`config.mk`:
```
export PLATFORM = sky130hd
export DESIGN_NAME = isg_gate
export DESIGN_NICKNAME = d
export VERILOG_FILES = /design/src/rtl/isg_pkg.sv /design/src/rtl/isg_gate.sv
export SDC_FILE = /design/constraint.sdc
export NUM_CORES = 1
export LEC_CHECK = 0
export ABC_CLOCK_PERIOD_IN_PS = 3300
export BUFFER_PORTS_ARGS = -buffer_cell sky130_fd_sc_hd__buf_2
export CAP_MARGIN = 15
export CORE_MARGIN = 2
export CORE_UTILIZATION = 52
export DETAILED_ROUTE_END_ITERATION = 8
export PLACE_DENSITY = 0.95
export SLEW_MARGIN = 10
export SYNTH_ARGS = -nofsm -noshare
export SYNTH_HDL_FRONTEND = slang
export SYNTH_SLANG_ARGS = --single-unit
```
`constraint.sdc`:
```
create_clock -name core_clk -period 3.3 [get_ports core_clk]
set_input_delay 0.165 -clock core_clk [delete_from_list [all_inputs] [get_ports core_clk]]
set_output_delay 0.165 -clock core_clk [all_outputs]
set_load 0.05 [all_outputs]
```
`src/rtl/isg_pkg.sv`:
```
package isg_pkg;

    // Register indices; byte address is four times the index
    localparam logic [7:0]  IDX_KEYPAD_LINE_ENABLE = 8'h9d;
    localparam logic [7:0]  IDX_INTERRUPT_ENABLE   = 8'ha8;
    localparam logic [7:0]  IDX_ENABLE_SET         = 8'hb0;
    localparam logic [7:0]  IDX_ENABLE_CLEAR       = 8'hb1;
    localparam logic [7:0]  IDX_EVENT_STATUS       = 8'hb2;
    localparam logic [7:0]  IDX_EVENT_MASK         = 8'hb3;
    localparam logic [7:0]  IDX_REQUEST_VIEW       = 8'hb4;

    // Field positions of the main enable register, and of the keypad event bit of event status
    localparam int          BIT_GLOBAL_IRQ_ENABLE  = 7;
    localparam int          BIT_COUNTER_ARRAY      = 6;
    localparam int          BIT_TIMER2_OVERFLOW    = 5;
    localparam int          BIT_SERIAL_PORT        = 4;
    localparam int          BIT_TIMER1_OVERFLOW    = 3;
    localparam int          BIT_EXTERNAL_IRQ1      = 2;
    localparam int          BIT_TIMER0_OVERFLOW    = 1;
    localparam int          BIT_EXTERNAL_IRQ0      = 0;
    localparam int          BIT_KEYPAD_EVENT       = 7;

    // Reset values
    localparam logic [7:0]  RST_INTERRUPT_ENABLE   = 8'h00;
    localparam logic [7:0]  RST_KEYPAD_LINE_ENABLE = 8'h00;
    localparam logic [7:0]  RST_EVENT_STATUS       = 8'h00;
    localparam logic [7:0]  RST_EVENT_MASK         = 8'h00;

    // AHB encodings
    localparam logic [1:0]  HTRANS_NONSEQ          = 2'h2;
    localparam logic        HRESP_OKAY             = 1'h0;

    // Sources in main enable register bit order 6..0
    typedef struct packed {
        logic counterArray;
        logic timer2Overflow;
        logic serialPort;
        logic timer1Overflow;
        logic externalIrq1;
        logic timer0Overflow;
        logic externalIrq0;
    } isg_src_s;

    // Captured AHB address phase
    typedef struct packed {
        logic       valid;
        logic       write;
        logic [7:0] index;
    } isg_dphase_s;

endpackage

```
`src/rtl/isg_gate.sv`:
```
// Contract
// - Global enable clear blocks every request
// - Bit 6 gates counter array request
// - Bits 5,3,1 gate timer overflow requests
// - Bits 2,0 gate external interrupt requests
// - Main enable resets zero, bit set/clear
// - Enabled keypad line flag raises request
// - Disabled keypad line stays plain I/O
// - Keypad line enable resets to zero
module isg_gate
(
    input  wire logic                core_clk,
    input  wire logic                rst,
    input  wire logic                hsel,
    input  wire logic [31:0]         haddr,
    input  wire logic [1:0]          htrans,
    input  wire logic                hwrite,
    input  wire logic [2:0]          hsize,
    input  wire logic [31:0]         hwdata,
    input  wire logic                hready,
    output logic      [31:0]         hrdata,
    output logic                     hreadyout,
    output logic                     hresp,
    input  wire isg_pkg::isg_src_s   srcFlag,
    input  wire logic [7:0]          keypadLineFlag,
    output isg_pkg::isg_src_s        srcIrqReq,
    output logic                     keypadIrqReq,
    output logic      [7:0]          keypadLineMode,
    output logic                     irqOut
);

    // Flags pass where both enables are set
    function automatic logic [7:0] gateFlags(input logic [7:0] flags, input logic [7:0] en, input logic glob);
        gateFlags = flags & en & {8{glob}};
    endfunction

    // Write-one bit update
    function automatic logic [7:0] bitUpdate(input logic [7:0] old, input logic [7:0] setBits,
                                             input logic [7:0] clrBits);
        bitUpdate = (old | setBits) & ~clrBits;
    endfunction

    logic [7:0]           ien;
    logic [7:0]           keypad_line_enable;
    logic [7:0]           evStatus;
    logic [7:0]           evMask;
    isg_pkg::isg_dphase_s dphase;

    wire                  addrTaken;
    wire                  addrMapped;
    wire [7:0]            addrIndex;
    wire                  wrEn;
    wire [7:0]            wrData;
    wire                  wrIen;
    wire                  wrSet;
    wire                  wrClr;
    wire                  wrKbe;
    wire                  wrMask;
    wire                  rdStatus;
    wire [7:0]            next_ien;
    wire [7:0]            next_kbe;
    wire [7:0]            next_evMask;
    wire [7:0]            next_evStatus;
    wire [7:0]            statusSet;
    wire [7:0]            statusView;
    wire [7:0]            gatedSrc;
    wire [6:0]            next_srcReq;
    wire [7:0]            next_keyLines;
    wire                  next_keypadReq;
    wire                  next_irqOut;
    logic [7:0]           rdByte;

    // Address phase decode
    assign addrTaken  = hsel && hready && (htrans == isg_pkg::HTRANS_NONSEQ);
    assign addrMapped = (haddr[31:10] == 22'h000000) && (haddr[1:0] == 2'h0);
    assign addrIndex  = haddr[9:2];

    // Data phase write strobes
    assign wrEn    = dphase.valid && dphase.write;
    assign wrData  = hwdata[7:0];
    assign wrIen   = wrEn && (dphase.index == isg_pkg::IDX_INTERRUPT_ENABLE);
    assign wrSet   = wrEn && (dphase.index == isg_pkg::IDX_ENABLE_SET);
    assign wrClr   = wrEn && (dphase.index == isg_pkg::IDX_ENABLE_CLEAR);
    assign wrKbe   = wrEn && (dphase.index == isg_pkg::IDX_KEYPAD_LINE_ENABLE);
    assign wrMask  = wrEn && (dphase.index == isg_pkg::IDX_EVENT_MASK);

    // Whole byte write, or write-one-per-bit set and clear
    assign next_ien = wrIen ? wrData :
                      bitUpdate(ien, wrSet ? wrData : 8'h00, wrClr ? wrData : 8'h00);
    assign next_kbe    = wrKbe ? wrData : keypad_line_enable;
    assign next_evMask = wrMask ? wrData : evMask;

    // Request gating
    assign gatedSrc    = gateFlags({1'b0, srcFlag}, {1'b0, ien[6:0]},
                                   ien[isg_pkg::BIT_GLOBAL_IRQ_ENABLE]);
    assign next_srcReq = gatedSrc[6:0];
    assign next_keyLines  = gateFlags(keypadLineFlag, keypad_line_enable, 1'b1);
    assign next_keypadReq = (|next_keyLines) && ien[isg_pkg::BIT_GLOBAL_IRQ_ENABLE];

    // Sticky events, set wins over read clear
    assign statusSet     = {keypadIrqReq, srcIrqReq};
    assign statusView    = evStatus | statusSet;
    assign rdStatus      = addrTaken && !hwrite && addrMapped && (addrIndex == isg_pkg::IDX_EVENT_STATUS);
    assign next_evStatus = rdStatus ? statusSet : statusView;
    assign next_irqOut   = |(next_evStatus & evMask);

    // Read mux sees pending writes
    always_comb
    begin
        rdByte = 8'h00;
        if (addrMapped)
        begin
            case (addrIndex)
                isg_pkg::IDX_INTERRUPT_ENABLE:   rdByte = next_ien;
                isg_pkg::IDX_ENABLE_SET:         rdByte = next_ien;
                isg_pkg::IDX_ENABLE_CLEAR:       rdByte = next_ien;
                isg_pkg::IDX_KEYPAD_LINE_ENABLE: rdByte = next_kbe;
                isg_pkg::IDX_EVENT_STATUS:       rdByte = statusView;
                isg_pkg::IDX_EVENT_MASK:         rdByte = next_evMask;
                isg_pkg::IDX_REQUEST_VIEW:       rdByte = {keypadIrqReq, srcIrqReq};
                default:                         rdByte = 8'h00;
            endcase
        end
    end

    // Bus slave
    always_ff @(posedge core_clk or posedge rst)
    begin
        if (rst)
        begin
            dphase    <= '0;
            hrdata    <= 32'h00000000;
            hreadyout <= 1'b0;
            hresp     <= isg_pkg::HRESP_OKAY;
        end
        else
        begin
            hreadyout    <= 1'b1;
            hresp        <= isg_pkg::HRESP_OKAY;
            if (hready)
            begin
                dphase.valid <= addrTaken && addrMapped;
                dphase.write <= hwrite;
                dphase.index <= addrIndex;
            end
            if (addrTaken && !hwrite)
            begin
                hrdata <= {24'h000000, rdByte};
            end
        end
    end

    // Enable registers
    always_ff @(posedge core_clk or posedge rst)
    begin
        if (rst)
        begin
            ien    <= isg_pkg::RST_INTERRUPT_ENABLE;
            keypad_line_enable    <= isg_pkg::RST_KEYPAD_LINE_ENABLE;
            evMask <= isg_pkg::RST_EVENT_MASK;
        end
        else
        begin
            ien    <= next_ien;
            keypad_line_enable    <= next_kbe;
            evMask <= next_evMask;
        end
    end

    // Requests, line mode and interrupt
    always_ff @(posedge core_clk or posedge rst)
    begin
        if (rst)
        begin
            srcIrqReq      <= '0;
            keypadIrqReq   <= 1'b0;
            keypadLineMode <= isg_pkg::RST_KEYPAD_LINE_ENABLE;
            evStatus       <= isg_pkg::RST_EVENT_STATUS;
            irqOut         <= 1'b0;
        end
        else
        begin
            srcIrqReq      <= next_srcReq;
            keypadIrqReq   <= next_keypadReq;
            keypadLineMode <= keypad_line_enable;
            evStatus       <= next_evStatus;
            irqOut         <= next_irqOut;
        end
    end
endmodule

```
Yosys cells after proc, flatten, opt, wreduce, memory -nomap -nowiden
Cells that the tools add are included.
W data, S select, Z words.
{ "op_classes": {"muxes": 8, "reduce_logical": 20, "eq_ne": 13, "bitwise": 8} }
{ "op_table": {"columns": ["operator", "n"], "rows": [
  ["$eq A8 B8 Y1 const B", 12],
  ["$mux W8", 7],
  ["$pmux W8 S5", 1],
  ["$and A8 B8 Y8", 3],
  ["$logic_not A22 Y1", 1],
  ["$or A8 B8 Y8", 2],
  ["$reduce_or A8 Y1", 2],
  ["$and A7 B7 Y7", 2],
  ["$logic_and A1 B1 Y1", 14],
  ["$not A8 Y8", 1],
  ["$reduce_or A3 Y1", 1],
  ["$eq A2 B2 Y1 const B", 1],
  ["$logic_not A2 Y1", 1],
  ["$logic_not A1 Y1", 1]
]} }
{ "word_totals": {"inputBits": 89, "word_cells": 68, "regBits": 68, "output_inout_bits": 51} }

Longest topological paths before layout
Gate-level depths: netlist of the first run.
{ "logic_depth": {"depth_word": 8, "mapped_depth": 8, "ltp_nobuf": 6} }

Least setup slack after synthesis of the first run
Ideal clock, no wire load.
{ "synth_path": {"path_kind": "reg2reg", "start": "register dphase[2] (netlist bit)", "end": "register hrdata[1]", "path_slack_ns": 1.159, "n_path_buf": 1, "setup_time_ns": 0.134, "required_ns": 3.166, "arrival_ns": 2.006, "path_stages_with_launch": 8, "synth_period_minus_slack_ns": 2.141, "cell_sequence": "dfrtp_1 -> nand4bb_1 -> or4_1 -> buf_6 -> mux2_4 -> a221o_1 -> a21oi_1 -> a22oi_1"} }
{ "synth_lines": {"columns": ["item", "line_no", "text"], "rows": [
  ["start, declared", "isg_gate.sv:47", "isg_pkg::isg_dphase_s dphase;"],
  ["$eq A8 B8 Y1", "isg_gate.sv:85", "assign wrMask = wrEn && (dphase.index == isg_pkg::IDX_EVENT_MASK);"],
  ["$logic_and A1 B1 Y1", "isg_gate.sv:85", null],
  ["$mux W8", "isg_gate.sv:91", "assign next_evMask = wrMask ? wrData : evMask;"],
  ["net next_evMask[1]", "isg_gate.sv:62", "wire [7:0] next_evMask;"],
  ["$pmux W8 S5", "isg_gate.sv:113", "case (addrIndex)"],
  ["$mux W8", "isg_gate.sv:111", "if (addrMapped)"],
  ["end signal, assigned", "isg_gate.sv:148", "hrdata <= {24'h000000, rdByte};"],
  ["end, declared", "isg_gate.sv:21", "output logic [31:0] hrdata,"]
]} }
The timed path passes the listed nets, and every way through them passes these cells.
A chain may end at the register's enable or synchronous reset.

Worst setup path after layout of the first run
{ "layout_path": {"start": "register dphase[3] (netlist bit)", "end": "register hrdata[2]"} }
Same word-level chain as after synthesis.

==> out/metrics.csv, run 1 <==
metric,value,unit
Startpoint Class,register,
Post-Synthesis Cells,277,
sw power,468,uW
routed len/inst,18.0,um
Seq pwr share,0.494,
Root Buffer,clkbuf_8,
DRT Wirelength,8190,um
first-pass GRT wire length,13200,um
cell taking the most area after synthesis,dfrtp_1,
fin util,0.634,
Max stage delay on crit path,0.80,ns
num rows,29,
post_cts resized,0,
post-synth top area share,0.511,
Synth Cell Area,3330,sq um
Combinational Power Share,0.114,
initial antenna violation count,0,
main area contributors after synthesis,"dfrtp_1 51%, buf_4 5.6%, mux2_2 5.1%",
Sink Count,68,
min-delay worst type,primary input to register,
CP Cell Sequence,nand4bb_1 -> or4_1 -> mux2_4 -> a221o_1 -> a21oi_1 -> a22oi_1,
Leakage,2.00,nW
clk_skew,0.00718,ns
Die W,84.0,um
Final Total Pwr,1.78,mW
Die Footprint,7060,sq um
core area,6280,sq um
vias in the first global route,2702,
Syn. warnings,0,
Top Ports,140,
Int Pwr,1.31,mW
post-synthesis sequential area ratio,0.511,
Vias,2650,
initial drt markers,192,
minimum clock period,2.57,ns
final setup fails,0,
WHS,0.0542,ns
gr ovfl total,0,
#FFs+latches synth,68,
synthesis-to-layout area growth,19.5,%
DRC Markers,0,
"Top FF cell, synth",dfrtp_1,
crit-path max FO,8,
Slew HR,0.472,
post-DP HPWL,5880,um
PD cells,447,nW/um^2
syn_area_per_cell,12.0,sq um
Crit Path Category,register to register,
die height,84.0,um
DR top layer,met4,
Vias/cell,5.82,
Starting Density,0.531,
ys async rst share,1.00,
RSZ-0062 raised after global routing,false,
dpl cells,438,
"count leader, synth",dfrtp_1,
status,"complete, no violations",
CP Capture Type,register,
H-tree levels,3,
Clock Latency Late Sink,0.35,ns
most frequent cells after synthesis,"68 x dfrtp_1, 25 x buf_4, 22 x nand2_1, 16 x a21oi_1, 16 x a22oi_1",
Finished Layout Cells,455,
Antenna Cells,0,
Routed Antenna Nets,0,
"Arr. time, crit path",2.77,ns
measured slew at the worst slew-check pin,0.792,ns
setup_tns,0,ns
final net count,462,
metal3 WL,629,um
number of library cell types mapped by synthesis,44,
Fillers,494,
worst-case clock buffer depth,2,
layout cell share with drive strength beyond 1,0.389,
CP required,3.50,ns
"EDFF count, synth",0,
final hold violations,0,
period utilization,0.778,
Final Wtd Congestion,0.837,
largest net degree at the start of global routing,38,
part of the power in the clock network,0.392,
GRT Overall Usage,0.242,
drt pass-1 iters,4,
"CTS clk-pin slew, worst paths",0.08,ns
Worst Setup SP,dphase[3],
IO Port Bufs,87,
Critical R2R Launch,dphase[3],
met2 WL,4090,um
Max Cap Viol,0,
"Slew Viols, Final",0,
CTS tree,yes,
Sw Ratio,0.263,
slowest CP cell,or4_1,
critical hold path startpoint,srcFlag[4],
worst vdd ir,282,uV
wl on met1,3220,um
maximum clock rate,389,MHz
CTS buffer count,9,
==> logic make-up after synthesis <==
| family | after synthesis | synth area share |
|---|---|---|
| AO/OA/AOI/OAI | 80 | 0.201 |
| flip-flops | 68 | 0.511 |
| AND/OR/NAND/NOR | 65 | 0.123 |
| buffers and inverters | 39 | 0.0770 |
| multiplexers | 23 | 0.0867 |
| other | 2 | 0.00225 |
==> what timing repair did <==
action	CTS	global route
hold endpoints to repair	36	0
hold buffers	1	0
buffers inserted	0	0
endpoints found under the setup margin	0	0
==> final timing paths <==
check	to	slack [ns]	cells after the start
min in group asynchronous	evMask[0]	0.50	3
hold / removal	srcIrqReq[4]	0.05	2
max in group asynchronous	srcIrqReq[1]	1.88	4
setup reg to reg	hrdata[2]	0.73	6
hold reg to reg	keypadLineMode[2]	0.40	0
setup / recovery	hrdata[2]	0.73	6
==> placed cells by master (no fill, tap or decap), types with 2 or more instances in the layout <==
master,n
a21o_1,10
a21oi_1,16
a21oi_2,2
a21oi_4,8
a221o_1,8
a22o_1,8
a22oi_1,16
and3_1,8
buf_2,87
buf_4,7
clkbuf_8,11
clkinv_2,2
conb_1,26
dfrtp_1,68
inv_1,3
inv_2,2
mux2_2,15
mux2_4,8
nand2_1,22
nand4_1,5
nor2_1,2
nor3b_1,3
nor4_1,7
o21ai_0,2
o2bb2ai_1,8
or4_1,2
or4b_1,2
==> power by group through the flow <==
stage	registers (mW)	clock network, mW	logic (mW)
after CTS	0.878	0.709	0.202
after global routing	0.881	0.745	0.218
after floorplan	0.900	0	0.150
after detailed placement	0.894	0	0.200
after global placement	0.891	0	0.195
final	0.879	0.697	0.202
==> layer usage <==
metal,vias up,global-route usage
met3,24,0.0514
met1,1313,0.302
li1,1194,-
met4,0,0.141
met5,-,0
met2,119,0.387
==> final cells by class <==
cell class / count / area, sq um / share of cell area
Sequential cell: 68 / 1700 / 0.427
Multi-Input combinational cell: 194 / 1460 / 0.368
Timing Repair Buffer: 95 / 498 / 0.125
Clock buffer: 12 / 155 / 0.0390
Tap cell: 77 / 96.3 / 0.0242
Clock inverter: 4 / 47.5 / 0.0119
Inverter: 5 / 18.8 / 0.00471
==> stage by stage <==
stage / setup slack, ns / instance area [sq um]
floorplan: 1.16 / 3420
global placement: 0.828 / 3770
detailed placement: 0.793 / 3770
CTS: 0.737 / 3980
global route: 0.626 / 3980
finish: 0.732 / 3980
==> state kept, by name (all words and copies together) (netlist names) <==
name                count
dphase                 10
evMask                  8
evStatus                8
hrdata                  8
ien                     8
keypadLineMode          8
keypad_line_enable      8
srcIrqReq               7
hreadyout               1
irqOut                  1
keypadIrqReq            1
==> critical path: cells and delay by family, from the launching register on <==
| kind | cells | cell delay [ns] |
|---|---|---|
| AND/OR/NAND/NOR | 2 | 1.03 |
| AO/OA/AOI/OAI | 3 | 0.55 |
| flip-flops | 1 | 0.42 |
| multiplexers | 1 | 0.42 |
No activity file was read; power rests on OpenSTA's default activity.
==> inputs of run 2 (changes only) <==
- ABC_AREA: default -> 1
- ABC_CLOCK_PERIOD_IN_PS: 3300 -> 2300
- CORE_UTILIZATION: 52 -> 45
- PLACE_DENSITY: 0.95 -> 0.87
- clock period: 3.3 -> 2.3 ns (I/O delays scaled with it)
==> out/metrics.csv, run 2 <==
metric,value,unit
status,"complete, no violations",
Finished Layout Cells,715,
Root Buffer,clkbuf_8,
Die W,95.8,um
main combinational cell family by area after synthesis,simple AND/OR/NAND/NOR gates,
CTS buffer count,9,
Routed Antenna Nets,0,
post-synth top area share,0.449,
Vias/cell,5.00,
CP Capture Type,register,
drt pass-1 iters,5,
setup_tns,0,ns
CTS tree,yes,
Top Ports,140,
CP required,2.58,ns
Startpoint Class,primary input,
GRT Overall Usage,0.236,
Antenna Cells,0,
final setup fails,0,
cell taking the most area after synthesis,dfrtp_1,
main area contributors after synthesis,"dfrtp_1 45%, nand2_1 14%, inv_1 6.2%",
die height,95.8,um
H-tree levels,3,
Syn. warnings,0,
post_cts resized,0,
adder-cell share of the synthesized area,0,
"Top FF cell, synth",dfrtp_1,
PD cells,545,nW/um^2
Vias,3578,
Starting Density,0.464,
number of library cell types mapped by synthesis,31,
Crit Path Category,primary input to register,
most frequent cells in the layout,"139 x nand2_1, 87 x buf_2, 68 x dfrtp_1",
Leakage,2.48,nW
Biggest register,dphase,
initial antenna violation count,0,
"count leader, synth",nand2_1,
post-DP HPWL,7330,um
Die Footprint,9170,sq um
syn_area_per_cell,7.61,sq um
compound-cell area share of the yosys netlist,0.0828,
largest net degree at the start of global routing,41,
ys async rst share,1.00,
minimum clock period,1.96,ns
dpl cells,685,
vias in the first global route,3614,
min-delay worst type,primary input to register,
initial drt markers,294,
"commonest non-fill, non-tap cell in the layout",nand2_1,
IO Port Bufs,87,
pre-CTS WS,0.485,ns
post-synthesis mux area share,0.00891,
DRC Markers,0,
core area,8180,sq um
worst setup margin,0.335,ns
num rows,33,
clk_skew,0.00308,ns
max reg flops,10,
Post-CTS Setup Inserts,0,
layout cell share with drive strength beyond 1,0.216,
most frequent cells after synthesis,"139 x nand2_1, 68 x dfrtp_1, 63 x inv_1, 49 x nor2_1, 37 x nand3_1",
post-synthesis simple-gate area fraction,0.329,
maximum clock rate,509,MHz
measured slew at the worst slew-check pin,0.709,ns
Max Cap Viol,0,
worst-case clock buffer depth,2,
"EDFF count, synth",0,
Final Wtd Congestion,0.923,
routed len/inst,14.0,um
Sink Count,68,
gr ovfl total,0,
"CTS clk-pin slew, worst paths",0.07,ns
"Arr. time, crit path",2.25,ns
first-pass GRT wire length,16400,um
worst vdd ir,353,uV
Post-Synthesis Cells,498,
period utilization,0.854,
final net count,694,
#FFs+latches synth,68,
synthesis-to-layout area growth,21.4,%
RSZ-0062 raised after global routing,false,
xor and xnor area share after synthesis,0,
DRT Wirelength,10000,um
crit-path max FO,6,
post-synthesis sequential area ratio,0.449,
Slew HR,0.524,
final hold violations,0,
"Slew Viols, Final",0,
WHS,0.0384,ns
Synth Cell Area,3790,sq um
Clock Latency Late Sink,0.35,ns
## run 2: cell count changes in the layout (fill, tap and decap cells not counted), moves of 15 or more
cell,delta
nand2_1,+117
inv_1,+59
nor2_1,+47
nand3_1,+37
a22oi_1,-16
and2_1,+15
## run 2: kinds of logic (layout without fill, tap and decap cells)
logic type,count (synthesis),count (layout)
other,2,26
AO/OA/AOI/OAI,48,48
flip-flops,68,68
buffers and inverters,102,190
multiplexers,3,3
AND/OR/NAND/NOR,275,275
## run 2: cell type report
cell class	instances	area (sq um)
Fill cell	734	3570
Sequential cell	68	1700
Multi-Input combinational cell	352	1690
Timing Repair Buffer	103	603
Inverter	71	269
Clock buffer	10	138
Tap cell	105	131
Clock inverter	6	63.8
## run 2: final timing paths
path                                        from  slack, ns                 to  depth (start not counted)
setup / recovery                        haddr[9]       0.34          hrdata[7]                         10
hold / removal                            hwrite       0.04          dphase[8]                          2
setup reg to reg                       dphase[6]       0.34          hrdata[3]                         11
hold reg to reg            keypad_line_enable[1]       0.41  keypadLineMode[1]                          0
max in group asynchronous                    rst       1.28             ien[1]                          4
min in group asynchronous                    rst       0.39          hreadyout                          3
## run 2: power breakdown
group / switching, mW / total (mW) / internal, mW / leakage, nW
Sequential: 0.0109 / 1.22 / 1.21 / 0.865
Combinational: 0.209 / 0.292 / 0.0834 / 1.52
Clock: 0.467 / 0.994 / 0.528 / 0.0983
## run 2: worst max-delay path, stage by stage
cell,delay (ns)
dlygate4sd3_1,0.52
buf_2,0.12
inv_2,0.05
nor2_4,0.15
nand4_4,0.19
o21ai_1,0.62
nand3_1,0.16
nand2_1,0.15
nand2_1,0.09
nand2_1,0.08
## run 2: stage by stage
stage	util	area, sq um	power (mW)
floorplan	-	3880	1.46
global placement	0.521	4260	1.51
detailed placement	0.521	4260	1.52
CTS	0.563	4600	2.53
global route	0.563	4600	2.61
finish	0.563	4600	2.51
## run 2: timing repair
item,4_1_cts,5_1_grt
endpoints found under the setup margin,0,0
hold endpoints to repair,41,0
hold buffers,14,0
## run 2: layer usage
metal	track usage	wire length, um	up-vias
li1	-	-	1738
met1	0.287	4210	1687
met2	0.403	4920	126
met3	0.0525	594	27
met4	0.0988	280	0
met5	0	0	-
